$ cat src/logic/clk_mode_pkg.sv
package clk_mode_pkg;

	// Clocking mode chosen by the two select bits
	typedef enum logic [2:0] {
		MODE_BUS_CLOCKED = 3'h1,
		MODE_SYNC = 3'h2,
		MODE_ASYNC = 3'h4
	} clk_mode_t;

	// Switch-over sequencer, one-hot
	typedef enum logic [3:0] {
		ST_ON_FAST = 4'h1,
		ST_TO_BUS = 4'h2,
		ST_ON_BUS = 4'h4,
		ST_TO_FAST = 4'h8
	} sw_state_t;

	// Mode select bits as sampled
	typedef struct packed {
		logic not_bus_clocked_select;
		logic async_clock_select;
	} mode_sel_t;

	// Whole state of the switch
	typedef struct packed {
		sw_state_t state;
		logic bus_prev;
		logic fast_prev;
		logic seen_rise;
		logic internal_core_clock;
		logic observe;
		logic bus_if_clock;
		logic on_bus;
	} sw_regs_t;

	localparam sw_regs_t SW_RESET = '{
		state: ST_ON_BUS,
		bus_prev: 1'b0,
		fast_prev: 1'b0,
		seen_rise: 1'b0,
		internal_core_clock: 1'b0,
		observe: 1'b0,
		bus_if_clock: 1'b0,
		on_bus: 1'b1
	};

	// Longest waits in core clock cycles, not used by any check
	localparam int unsigned MAX_SWITCH_WAIT = 16'h0040;

endpackage : clk_mode_pkg

$ cat src/logic/core_clock_switch.sv
`timescale 1ns/1ps
`default_nettype none

module core_clock_switch (
	input wire logic i_core_clk,
	input wire logic i_reset,
	input wire logic i_bus_clk,
	input wire logic i_fast_core_clock_in,
	input wire clk_mode_pkg::mode_sel_t i_mode_sel,
	input wire logic i_ext_access,
	output logic o_internal_core_clock,
	output logic o_core_clock_observe_out,
	output logic o_bus_if_clock,
	output logic o_on_bus_clock,
	output clk_mode_pkg::clk_mode_t o_mode
);

	clk_mode_pkg::sw_regs_t q_ff;
	clk_mode_pkg::sw_regs_t nxt_q;
	clk_mode_pkg::clk_mode_t mode_ff;
	clk_mode_pkg::clk_mode_t nxt_mode;
	logic want_bus;
	logic bus_rise;
	logic bus_fall;
	logic fast_rise;
	logic fast_fall;

	// Decode of the two select bits
	function automatic clk_mode_pkg::clk_mode_t decode_mode(
		input clk_mode_pkg::mode_sel_t sel
	);
		if (!sel.not_bus_clocked_select)
		begin
			return clk_mode_pkg::MODE_BUS_CLOCKED;
		end
		else if (sel.async_clock_select)
		begin
			return clk_mode_pkg::MODE_ASYNC;
		end
		else
		begin
			return clk_mode_pkg::MODE_SYNC;
		end
	endfunction : decode_mode

	// Edge detection on sampled clock levels
	always_comb
	begin
		bus_rise = i_bus_clk & ~q_ff.bus_prev;
		bus_fall = ~i_bus_clk & q_ff.bus_prev;
		fast_rise = i_fast_core_clock_in & ~q_ff.fast_prev;
		fast_fall = ~i_fast_core_clock_in & q_ff.fast_prev;
		nxt_mode = decode_mode(i_mode_sel);
		want_bus = (mode_ff == clk_mode_pkg::MODE_BUS_CLOCKED) | i_ext_access;
	end

	// Glitch-free switch: source gated low between the two clocks
	always_comb
	begin
		nxt_q = q_ff;
		nxt_q.bus_prev = i_bus_clk;
		nxt_q.fast_prev = i_fast_core_clock_in;
		nxt_q.bus_if_clock = i_bus_clk;
		case (q_ff.state)
			clk_mode_pkg::ST_ON_FAST:
			begin
				nxt_q.internal_core_clock = i_fast_core_clock_in;
				// Leave only at a low level so no high pulse is cut
				if (want_bus && !i_fast_core_clock_in)
				begin
					nxt_q.state = clk_mode_pkg::ST_TO_BUS;
					nxt_q.internal_core_clock = 1'b0;
					nxt_q.seen_rise = 1'b0;
				end
			end
			clk_mode_pkg::ST_TO_BUS:
			begin
				nxt_q.internal_core_clock = 1'b0;
				if (bus_rise)
				begin
					nxt_q.seen_rise = 1'b1;
				end
				// Sync takes first bus fall, async a full bus cycle
				if (bus_fall && (mode_ff != clk_mode_pkg::MODE_ASYNC ||
					q_ff.seen_rise))
				begin
					nxt_q.state = clk_mode_pkg::ST_ON_BUS;
					nxt_q.on_bus = 1'b1;
				end
			end
			clk_mode_pkg::ST_ON_BUS:
			begin
				nxt_q.internal_core_clock = i_bus_clk;
				if (!want_bus && !i_bus_clk)
				begin
					nxt_q.state = clk_mode_pkg::ST_TO_FAST;
					nxt_q.internal_core_clock = 1'b0;
					nxt_q.seen_rise = 1'b0;
				end
			end
			clk_mode_pkg::ST_TO_FAST:
			begin
				nxt_q.internal_core_clock = 1'b0;
				if (fast_rise)
				begin
					nxt_q.seen_rise = 1'b1;
				end
				if (want_bus)
				begin
					nxt_q.state = clk_mode_pkg::ST_TO_BUS;
					nxt_q.seen_rise = 1'b0;
				end
				// Sync takes next fast fall, async a full fast cycle
				else if (fast_fall && (mode_ff != clk_mode_pkg::MODE_ASYNC ||
					q_ff.seen_rise))
				begin
					nxt_q.state = clk_mode_pkg::ST_ON_FAST;
					nxt_q.on_bus = 1'b0;
				end
			end
			default:
			begin
				nxt_q = clk_mode_pkg::SW_RESET;
			end
		endcase
		nxt_q.observe = nxt_q.internal_core_clock;
	end

	// State is plain flops; it holds while the bus and fast clocks stop, but a pending switch waits for their edges
	always_ff @(posedge i_core_clk)
	begin
		if (i_reset)
		begin
			q_ff <= clk_mode_pkg::SW_RESET;
			mode_ff <= clk_mode_pkg::MODE_BUS_CLOCKED;
		end
		else
		begin
			q_ff <= nxt_q;
			mode_ff <= nxt_mode;
		end
	end

	assign o_internal_core_clock = q_ff.internal_core_clock;
	assign o_core_clock_observe_out = q_ff.observe;
	assign o_bus_if_clock = q_ff.bus_if_clock;
	assign o_on_bus_clock = q_ff.on_bus;
	assign o_mode = mode_ff;

	// Cycle counter of a pending switch, for the checks
	logic [15:0] wait_cnt_ff;
	always_ff @(posedge i_core_clk)
	begin
		if (i_reset || q_ff.state == clk_mode_pkg::ST_ON_FAST ||
			q_ff.state == clk_mode_pkg::ST_ON_BUS)
		begin
			wait_cnt_ff <= 16'h0000;
		end
		else
		begin
			wait_cnt_ff <= wait_cnt_ff + 16'h0001;
		end
	end

	a_observe_copy: assert property (@(posedge i_core_clk) disable iff (i_reset)
		o_core_clock_observe_out == o_internal_core_clock)
		else $error("observe output differs from core clock");

	a_bus_mode_src: assert property (@(posedge i_core_clk) disable iff (i_reset)
		q_ff.state == clk_mode_pkg::ST_ON_BUS |=>
		o_internal_core_clock == $past(i_bus_clk))
		else $error("core clock not following bus clock");

	a_fast_src: assert property (@(posedge i_core_clk) disable iff (i_reset)
		(q_ff.state == clk_mode_pkg::ST_ON_FAST && !want_bus) |=>
		o_internal_core_clock == $past(i_fast_core_clock_in))
		else $error("core clock not following fast clock");

	a_mode_decode: assert property (@(posedge i_core_clk) disable iff (i_reset)
		!i_mode_sel.not_bus_clocked_select |=>
		o_mode == clk_mode_pkg::MODE_BUS_CLOCKED)
		else $error("bus-clocked mode not decoded");

	a_bus_if_clk: assert property (@(posedge i_core_clk) disable iff (i_reset)
		##1 o_bus_if_clock == $past(i_bus_clk))
		else $error("bus interface clock not from bus clock");

	a_sync_to_bus: assert property (@(posedge i_core_clk) disable iff (i_reset)
		(q_ff.state == clk_mode_pkg::ST_TO_BUS &&
		mode_ff == clk_mode_pkg::MODE_SYNC && bus_fall) |=>
		q_ff.state == clk_mode_pkg::ST_ON_BUS)
		else $error("sync switch to bus missed bus fall");

	a_async_wait: assert property (@(posedge i_core_clk) disable iff (i_reset)
		(q_ff.state == clk_mode_pkg::ST_TO_BUS &&
		mode_ff == clk_mode_pkg::MODE_ASYNC && !q_ff.seen_rise) |=>
		q_ff.state != clk_mode_pkg::ST_ON_BUS)
		else $error("async switch to bus too early");

	a_async_back: assert property (@(posedge i_core_clk) disable iff (i_reset)
		(q_ff.state == clk_mode_pkg::ST_TO_FAST &&
		mode_ff == clk_mode_pkg::MODE_ASYNC && !q_ff.seen_rise) |=>
		q_ff.state != clk_mode_pkg::ST_ON_FAST)
		else $error("async switch to fast too early");

	a_gap_low: assert property (@(posedge i_core_clk) disable iff (i_reset)
		(q_ff.state == clk_mode_pkg::ST_TO_BUS ||
		q_ff.state == clk_mode_pkg::ST_TO_FAST) |->
		!o_internal_core_clock)
		else $error("core clock high during switch gap");

	a_leave_low: assert property (@(posedge i_core_clk) disable iff (i_reset)
		$rose(q_ff.state == clk_mode_pkg::ST_TO_BUS) |->
		$past(!o_internal_core_clock || !i_fast_core_clock_in))
		else $error("fast clock cut while high");

	a_sync_back: assert property (@(posedge i_core_clk) disable iff (i_reset)
		(q_ff.state == clk_mode_pkg::ST_TO_FAST && !want_bus &&
		mode_ff == clk_mode_pkg::MODE_SYNC && fast_fall) |=>
		q_ff.state == clk_mode_pkg::ST_ON_FAST)
		else $error("sync return to fast missed fast fall");

	// Sequencer always holds exactly one state
	a_state_onehot: assert property (@(posedge i_core_clk) disable iff (i_reset)
		$onehot(q_ff.state))
		else $error("switch state not one-hot");

	// Flag high whenever the bus clock drives the core
	a_on_bus_flag: assert property (@(posedge i_core_clk) disable iff (i_reset)
		q_ff.state == clk_mode_pkg::ST_ON_BUS |->
		o_on_bus_clock)
		else $error("on-bus flag low while on bus clock");

	// Flag low whenever the fast clock drives the core
	a_off_bus_flag: assert property (@(posedge i_core_clk) disable iff (i_reset)
		q_ff.state == clk_mode_pkg::ST_ON_FAST |->
		!o_on_bus_clock)
		else $error("on-bus flag high while on fast clock");

	// Bus-clocked mode never leaves the bus clock
	a_bus_mode_hold: assert property (@(posedge i_core_clk) disable iff (i_reset)
		(q_ff.state == clk_mode_pkg::ST_ON_BUS &&
		mode_ff == clk_mode_pkg::MODE_BUS_CLOCKED) |=>
		q_ff.state == clk_mode_pkg::ST_ON_BUS)
		else $error("left bus clock in bus-clocked mode");

	// Core stays on fast clock while no access is pending and the mode is not bus-clocked
	a_stay_fast: assert property (@(posedge i_core_clk) disable iff (i_reset)
		(q_ff.state == clk_mode_pkg::ST_ON_FAST && !want_bus) |=>
		q_ff.state == clk_mode_pkg::ST_ON_FAST)
		else $error("left fast clock without access");

	// New access during return goes back towards bus
	a_fast_revert: assert property (@(posedge i_core_clk) disable iff (i_reset)
		(q_ff.state == clk_mode_pkg::ST_TO_FAST && want_bus) |=>
		q_ff.state == clk_mode_pkg::ST_TO_BUS)
		else $error("access during return not honoured");

	// Synchronous mode decode
	a_mode_sync: assert property (@(posedge i_core_clk) disable iff (i_reset)
		(i_mode_sel.not_bus_clocked_select &&
		!i_mode_sel.async_clock_select) |=>
		o_mode == clk_mode_pkg::MODE_SYNC)
		else $error("synchronous mode not decoded");

	// Asynchronous mode decode
	a_mode_async: assert property (@(posedge i_core_clk) disable iff (i_reset)
		(i_mode_sel.not_bus_clocked_select &&
		i_mode_sel.async_clock_select) |=>
		o_mode == clk_mode_pkg::MODE_ASYNC)
		else $error("asynchronous mode not decoded");

	// Wait counter restarts once a switch has settled
	a_count_clear: assert property (@(posedge i_core_clk) disable iff (i_reset)
		(q_ff.state == clk_mode_pkg::ST_ON_FAST ||
		q_ff.state == clk_mode_pkg::ST_ON_BUS) |=>
		wait_cnt_ff == 16'h0000)
		else $error("switch wait counter not cleared");

endmodule : core_clock_switch

`default_nettype wire

$ cat config.mk
export PLATFORM = sky130hd
export DESIGN_NAME = core_clock_switch
export DESIGN_NICKNAME = d
export VERILOG_FILES = /design/src/logic/clk_mode_pkg.sv /design/src/logic/core_clock_switch.sv
export SDC_FILE = /design/constraint.sdc
export NUM_CORES = 1
export LEC_CHECK = 0
export ABC_CLOCK_PERIOD_IN_PS = 1500
export BUFFER_PORTS_ARGS = -buffer_cell sky130_fd_sc_hd__buf_2
export CORE_ASPECT_RATIO = 0.6
export CORE_MARGIN = 2
export CORE_UTILIZATION = 25
export CTS_BUF_LIST = sky130_fd_sc_hd__clkbuf_8
export DETAILED_ROUTE_END_ITERATION = 10
export HOLD_SLACK_MARGIN = 0.15
export PLACE_DENSITY = 0.51
export SLEW_MARGIN = 40
export SYNTH_ARGS = -nofsm -noshare
export SYNTH_HDL_FRONTEND = slang
export SYNTH_SLANG_ARGS = --single-unit
$ cat constraint.sdc
create_clock -name i_core_clk -period 1.5 [get_ports i_core_clk]
set_input_delay 0.225 -clock i_core_clk [delete_from_list [all_inputs] [get_ports i_core_clk]]
set_output_delay 0.225 -clock i_core_clk [all_outputs]
set_load 0.02 [all_outputs]
# --- Word level (Yosys, flattened, before mapping) ---
# Cells that the tools add are included.
totals:
  ff_bits: 12
  input_bits: 7
op_classes:
  eq_ne: 14
  mux: 17
  bitwise_logic: 12
  reduce_logical: 15
ops:
  columns: ["cell", "count"]
  rows:
  - ["$mux 4", 5]
  - ["$pmux 4 s4", 1]
  - ["$ne 2x2->1 const B", 6]
  - ["$reduce_and 4->1", 3]
  - ["$ne 3x3->1 const B", 3]
  - ["$pmux 2 s4", 1]
  - ["$not 1->1", 7]
  - ["$mux 1", 6]
  - ["$reduce_or 2->1", 3]
  - ["$and 1x1->1", 4]
  - ["$eq 4x1->1 const B", 1]
  - ["$eq 4x2->1 const B", 1]
  - ["$eq 4x3->1 const B", 1]
  - ["$eq 4x4->1 const B", 1]
  - ["$logic_and 1x1->1", 4]
  - ["$mux 2", 2]
  - ["$reduce_or 4->1", 1]
  - ["$eq 3x1->1 const B", 1]
  - ["$logic_not 1->1", 3]
  - ["$mux 3", 1]
  - ["$pmux 1 s3", 1]
  - ["$logic_or 1x1->1", 1]
  - ["$or 1x1->1", 1]

# --- Longest topological paths before layout ---
depth:
  word_depth: 6
  ltp_mapped: 5
  depth_no_buf: 4

# --- Worst setup path after synthesis ---
# Ideal clock, no wire load.
synth_timing:
  path_kind: "reg-to-reg"
  start: "register q_ff[9] (netlist name)"
  end: "register q_ff[4] (netlist name)"
  setup_ns: 0.122
  arrival_time_ns: 1.508
  setup_slack_ns: -0.130
  path_stages_with_launch: 6
  path_buffers: 1
  period_less_slack_ns: 1.630
  cell_sequence: "dfxtp_1 buf_6 or4b_4 nor3_4 a22oi_1 a221o_1"
synth_via:
  elab_chain_cells: 3
synth_lines:
  columns: ["item", "line_no", "text"]
  rows:
  - ["start: declaration", "core_clock_switch.sv:18", "clk_mode_pkg::sw_regs_t q_ff;"]
  - ["start signal: assignment", "core_clock_switch.sv:134", "q_ff <= clk_mode_pkg::SW_RESET;"]
  - ["start signal: assignment", "core_clock_switch.sv:139", "q_ff <= nxt_q;"]
  - ["$eq 4x4->1, or another cell as far along", "core_clock_switch.sv:64", "case (q_ff.state)"]
  - ["$ne 3x3->1 (no source line) / $ne 2x2->1 (equally long branches)", null, null]
  - ["$reduce_and 4->1 (no source line)", null, null]
# Parallel ways exist; a longest one is shown, timed or not.
# A chain may end at the register's enable or synchronous reset.

# --- Worst setup path in the final report ---
layout_timing:
  start: "register q_ff[8] (netlist name)"
  end: "register q_ff[4] (netlist name)"
# Same word-level chain as after synthesis.

==> impl_metrics.json <==
{
  "antenna_violating_nets_post_route": 0,
  "place_inst": 125,
  "yosys.cell_types.count": 32,
  "finalNetCount": 107,
  "total_detailed_routing_wirelength_microns": 1610,
  "endpoint_kind": "flop",
  "core_area_sq_um": 2500,
  "timing.max_cap.violations": 0,
  "min_period_over_period_pct": 108,
  "cp_max_fo": 3,
  "antenna-diode-count": 0,
  "dpl.hpwl_microns": 1260,
  "fp.dieW_microns": 70.3,
  "violated_checks": "negative setup slack",
  "core.rowCount": 14,
  "root_buffer": "sky130_fd_sc_hd__clkbuf_8",
  "grt_total_ovfl": 0,
  "first_global_vias": 541,
  "netlist_instances": 73,
  "pin_count_of_the_biggest_net_entering_global_routing": 9,
  "layout-area-overhead-vs-synth_pct": 38.7,
  "ctsHoldBuffers": 0,
  "yosysTopAreaCell": "sky130_fd_sc_hd__dfxtp_1",
  "floorplan.die.height_microns": 43.8,
  "synthesis.area_per_instance_sq_um": 9.03,
  "drtPass1Iterations": 4,
  "gpl.final_weighted_congestion": 0.976,
  "synth_largest_type_area_fraction_pct": 36.4,
  "rrSetupSlack_ns": -0.11,
  "slew_viol_final": 0,
  "crit_path_cell_trace": "or4b_4, nor3_4, a22oi_2, a221o_1",
  "detailroute.via_count": 603,
  "grt_setup_unrepaired": "yes",
  "vias_per_cell": 4.64,
  "post_synthesis_sequential_element_count": 12,
  "boundaryPins": 14,
  "hold_ws_ns": 0.155,
  "cts_tree": "done",
  "regToRegEndpoint": "q_ff[4]",
  "leakagePower_nw": 0.374,
  "synth-seq-area-share_pct": 36.4,
  "crit_arrival_ns": 1.74,
  "clock-sinks": 12,
  "max_vdd_drop_v": 0.000564,
  "timing.critical_path.from": "q_ff[8]",
  "global_route_wire_length_before_repair_microns": 2570,
  "worstSkewPairLatency_ns": 0.23,
  "syn_area_sq_um": 659,
  "post-route-min-period_ns": 1.61,
  "max-clock-path-buffers": 2,
  "final-instance-count-excl-fill": 130,
  "critical_path.startpoint_type": "flop",
  "worst_setup_path_endpoint": "q_ff[4]",
  "initialDrtViolationCount": 31,
  "pwr_density_cell_nw_per_um2": 1140,
  "crit_type": "reg -> reg",
  "tightest_slew_ns": 0.368,
  "drive_gt1_share_pct": 43.9,
  "cts_inserted_buffers": 3,
  "layout_common_cells": "sky130_fd_sc_hd__buf_2, sky130_fd_sc_hd__buf_4, sky130_fd_sc_hd__dfxtp_1",
  "slew_headroom_pct": 75.1,
  "mostFrequentLayoutCell": "sky130_fd_sc_hd__buf_2",
  "cpPeakStageDelay_ns": 0.55,
  "cts_htree_levels": 1,
  "worst-endpoint-required_ns": 1.62,
  "finalClockSkew_ns": 0.00109,
  "die_area_sq_um": 3080,
  "crit_path_top_delay_cell": "sky130_fd_sc_hd__or4b_4",
  "avgRoutedWirePerCell_microns": 12.3,
  "post-route-worst-setup-slack_ns": -0.115,
  "timing.reg2reg.worst_path_depth": 4,
  "drc": 0,
  "hold_violations": 0,
  "clock.fmax_ghz": 0.619,
  "synth-warning-count": 0,
  "cts.reportedPaths.clkPinSlew_ns": 0.05,
  "finalSetupViolCount": 1,
  "initial_core_util_pct": 26.3,
  "min-delay-path-class": "in -> reg",
  "global_route.usage.total_pct": 11.2,
  "antenna_violations_before_repair": 0,
  "place.port_buffers": 13,
  "worstReg2RegStart": "q_ff[8]",
  "outcome": "complete, but fails checks",
  "syn-num-nets": 80,
  "netlist_top_cells_area": "sky130_fd_sc_hd__dfxtp_1, sky130_fd_sc_hd__nor4b_2, sky130_fd_sc_hd__nand2b_1, sky130_fd_sc_hd__o21ai_0, sky130_fd_sc_hd__a21oi_1"
}
cell families after synthesis:
group	Yosys count	synth area share, %
buf+inv	8	7.02
xor+xnor	2	2.66
compound gates	20	18.6
simple gates	31	35.3
flops	12	36.4
cell type report:
class                      count  area (sq um)
inverter                       4          15.0
multi-input combinational     53           410
timing repair buffer          26           166
fill                         262          1590
tap                           32          40.0
sequential                    12           241
clock buffer                   3          41.3
metrics by stage:
step / power [mW] / TNS, ns / util (%) / setup WS, ns / area [sq um]
CTS: 0.994 / -0.113 / 34.8 / -0.113 / 871
detailed placement: 0.703 / -0.0981 / 32.6 / -0.0981 / 816
finish: 1.04 / -0.115 / 36.5 / -0.115 / 915
floorplan: 0.610 / -0.130 / - / -0.130 / 659
global route: 1.10 / -0.198 / 36.5 / -0.189 / 915
global placement: 0.712 / -0.0551 / 32.6 / -0.0551 / 816
cells in the mapped netlist:
cell type and number:
sky130_fd_sc_hd__nor4b_1 1, sky130_fd_sc_hd__and3_1 2, sky130_fd_sc_hd__nor2b_1 2, sky130_fd_sc_hd__o21ai_1 1, sky130_fd_sc_hd__buf_4 2, sky130_fd_sc_hd__and2_1 3
sky130_fd_sc_hd__nor4_1 1, sky130_fd_sc_hd__or3b_2 1, sky130_fd_sc_hd__or4b_4 1, sky130_fd_sc_hd__inv_1 4, sky130_fd_sc_hd__or3_1 1, sky130_fd_sc_hd__a221o_1 1
sky130_fd_sc_hd__nor3_4 1, sky130_fd_sc_hd__nor3_1 1, sky130_fd_sc_hd__nor4b_2 3, sky130_fd_sc_hd__xnor2_1 1, sky130_fd_sc_hd__a211oi_1 2, sky130_fd_sc_hd__dfxtp_1 12
sky130_fd_sc_hd__nand2_1 2, sky130_fd_sc_hd__a22oi_1 2, sky130_fd_sc_hd__nand2b_1 6, sky130_fd_sc_hd__o22ai_1 1, sky130_fd_sc_hd__nor3b_2 1, sky130_fd_sc_hd__buf_2 1
sky130_fd_sc_hd__a21oi_1 5, sky130_fd_sc_hd__xor2_1 1, sky130_fd_sc_hd__a211o_1 1, sky130_fd_sc_hd__nor2_1 4, sky130_fd_sc_hd__o211ai_1 1, sky130_fd_sc_hd__o21ai_0 6
sky130_fd_sc_hd__buf_6 1, sky130_fd_sc_hd__or2_2 1
metal layers:
metal  routed length [microns]  track usage (%)
met1                       850             16.3
met2                       611             14.5
met4                         0             3.46
met5                         0                0
met3                       143             4.88
sequential cells by signal, summed over array words and instances, names as in the netlist:
name	flops
q_ff	6
o_mode	3
o_bus_if_clock	1
o_core_clock_observe_out	1
o_on_bus_clock	1
where the power goes:
part / internal, mW / switching [mW]
logic: 0.178 / 0.205
registers: 0.355 / 0.0176
clock network: 0.176 / 0.107
what timing repair did:
item / CTS / global route
gates resized for setup: 2 / 9
pin swaps: 0 / 3
hold endpoints to repair: 0 / 0
buffers inserted: 0 / 2
setup endpoints to repair: 2 / 8
worst min path at each step:
stage                              from   endpoint  slack [ns]  cells after the start
after floorplan                 i_reset   q_ff[10]        0.29                      1
after global placement    i_mode_sel[0]  o_mode[1]        0.40                      2
after detailed placement  i_mode_sel[0]  o_mode[1]        0.40                      2
after CTS                 i_mode_sel[0]  o_mode[1]        0.15                      2
after global routing      i_mode_sel[0]  o_mode[1]        0.16                      2
final                     i_mode_sel[0]  o_mode[1]        0.16                      2
critical path, delay by kind of cell (launching register included):
| kind | cells | cell delay (ns) |
|---|---|---|
| AND/OR/NAND/NOR | 2 | 0.72 |
| AO/OA/AOI/OAI | 2 | 0.46 |
| flip-flops | 1 | 0.31 |
Power figures use the tool's default switching activity.
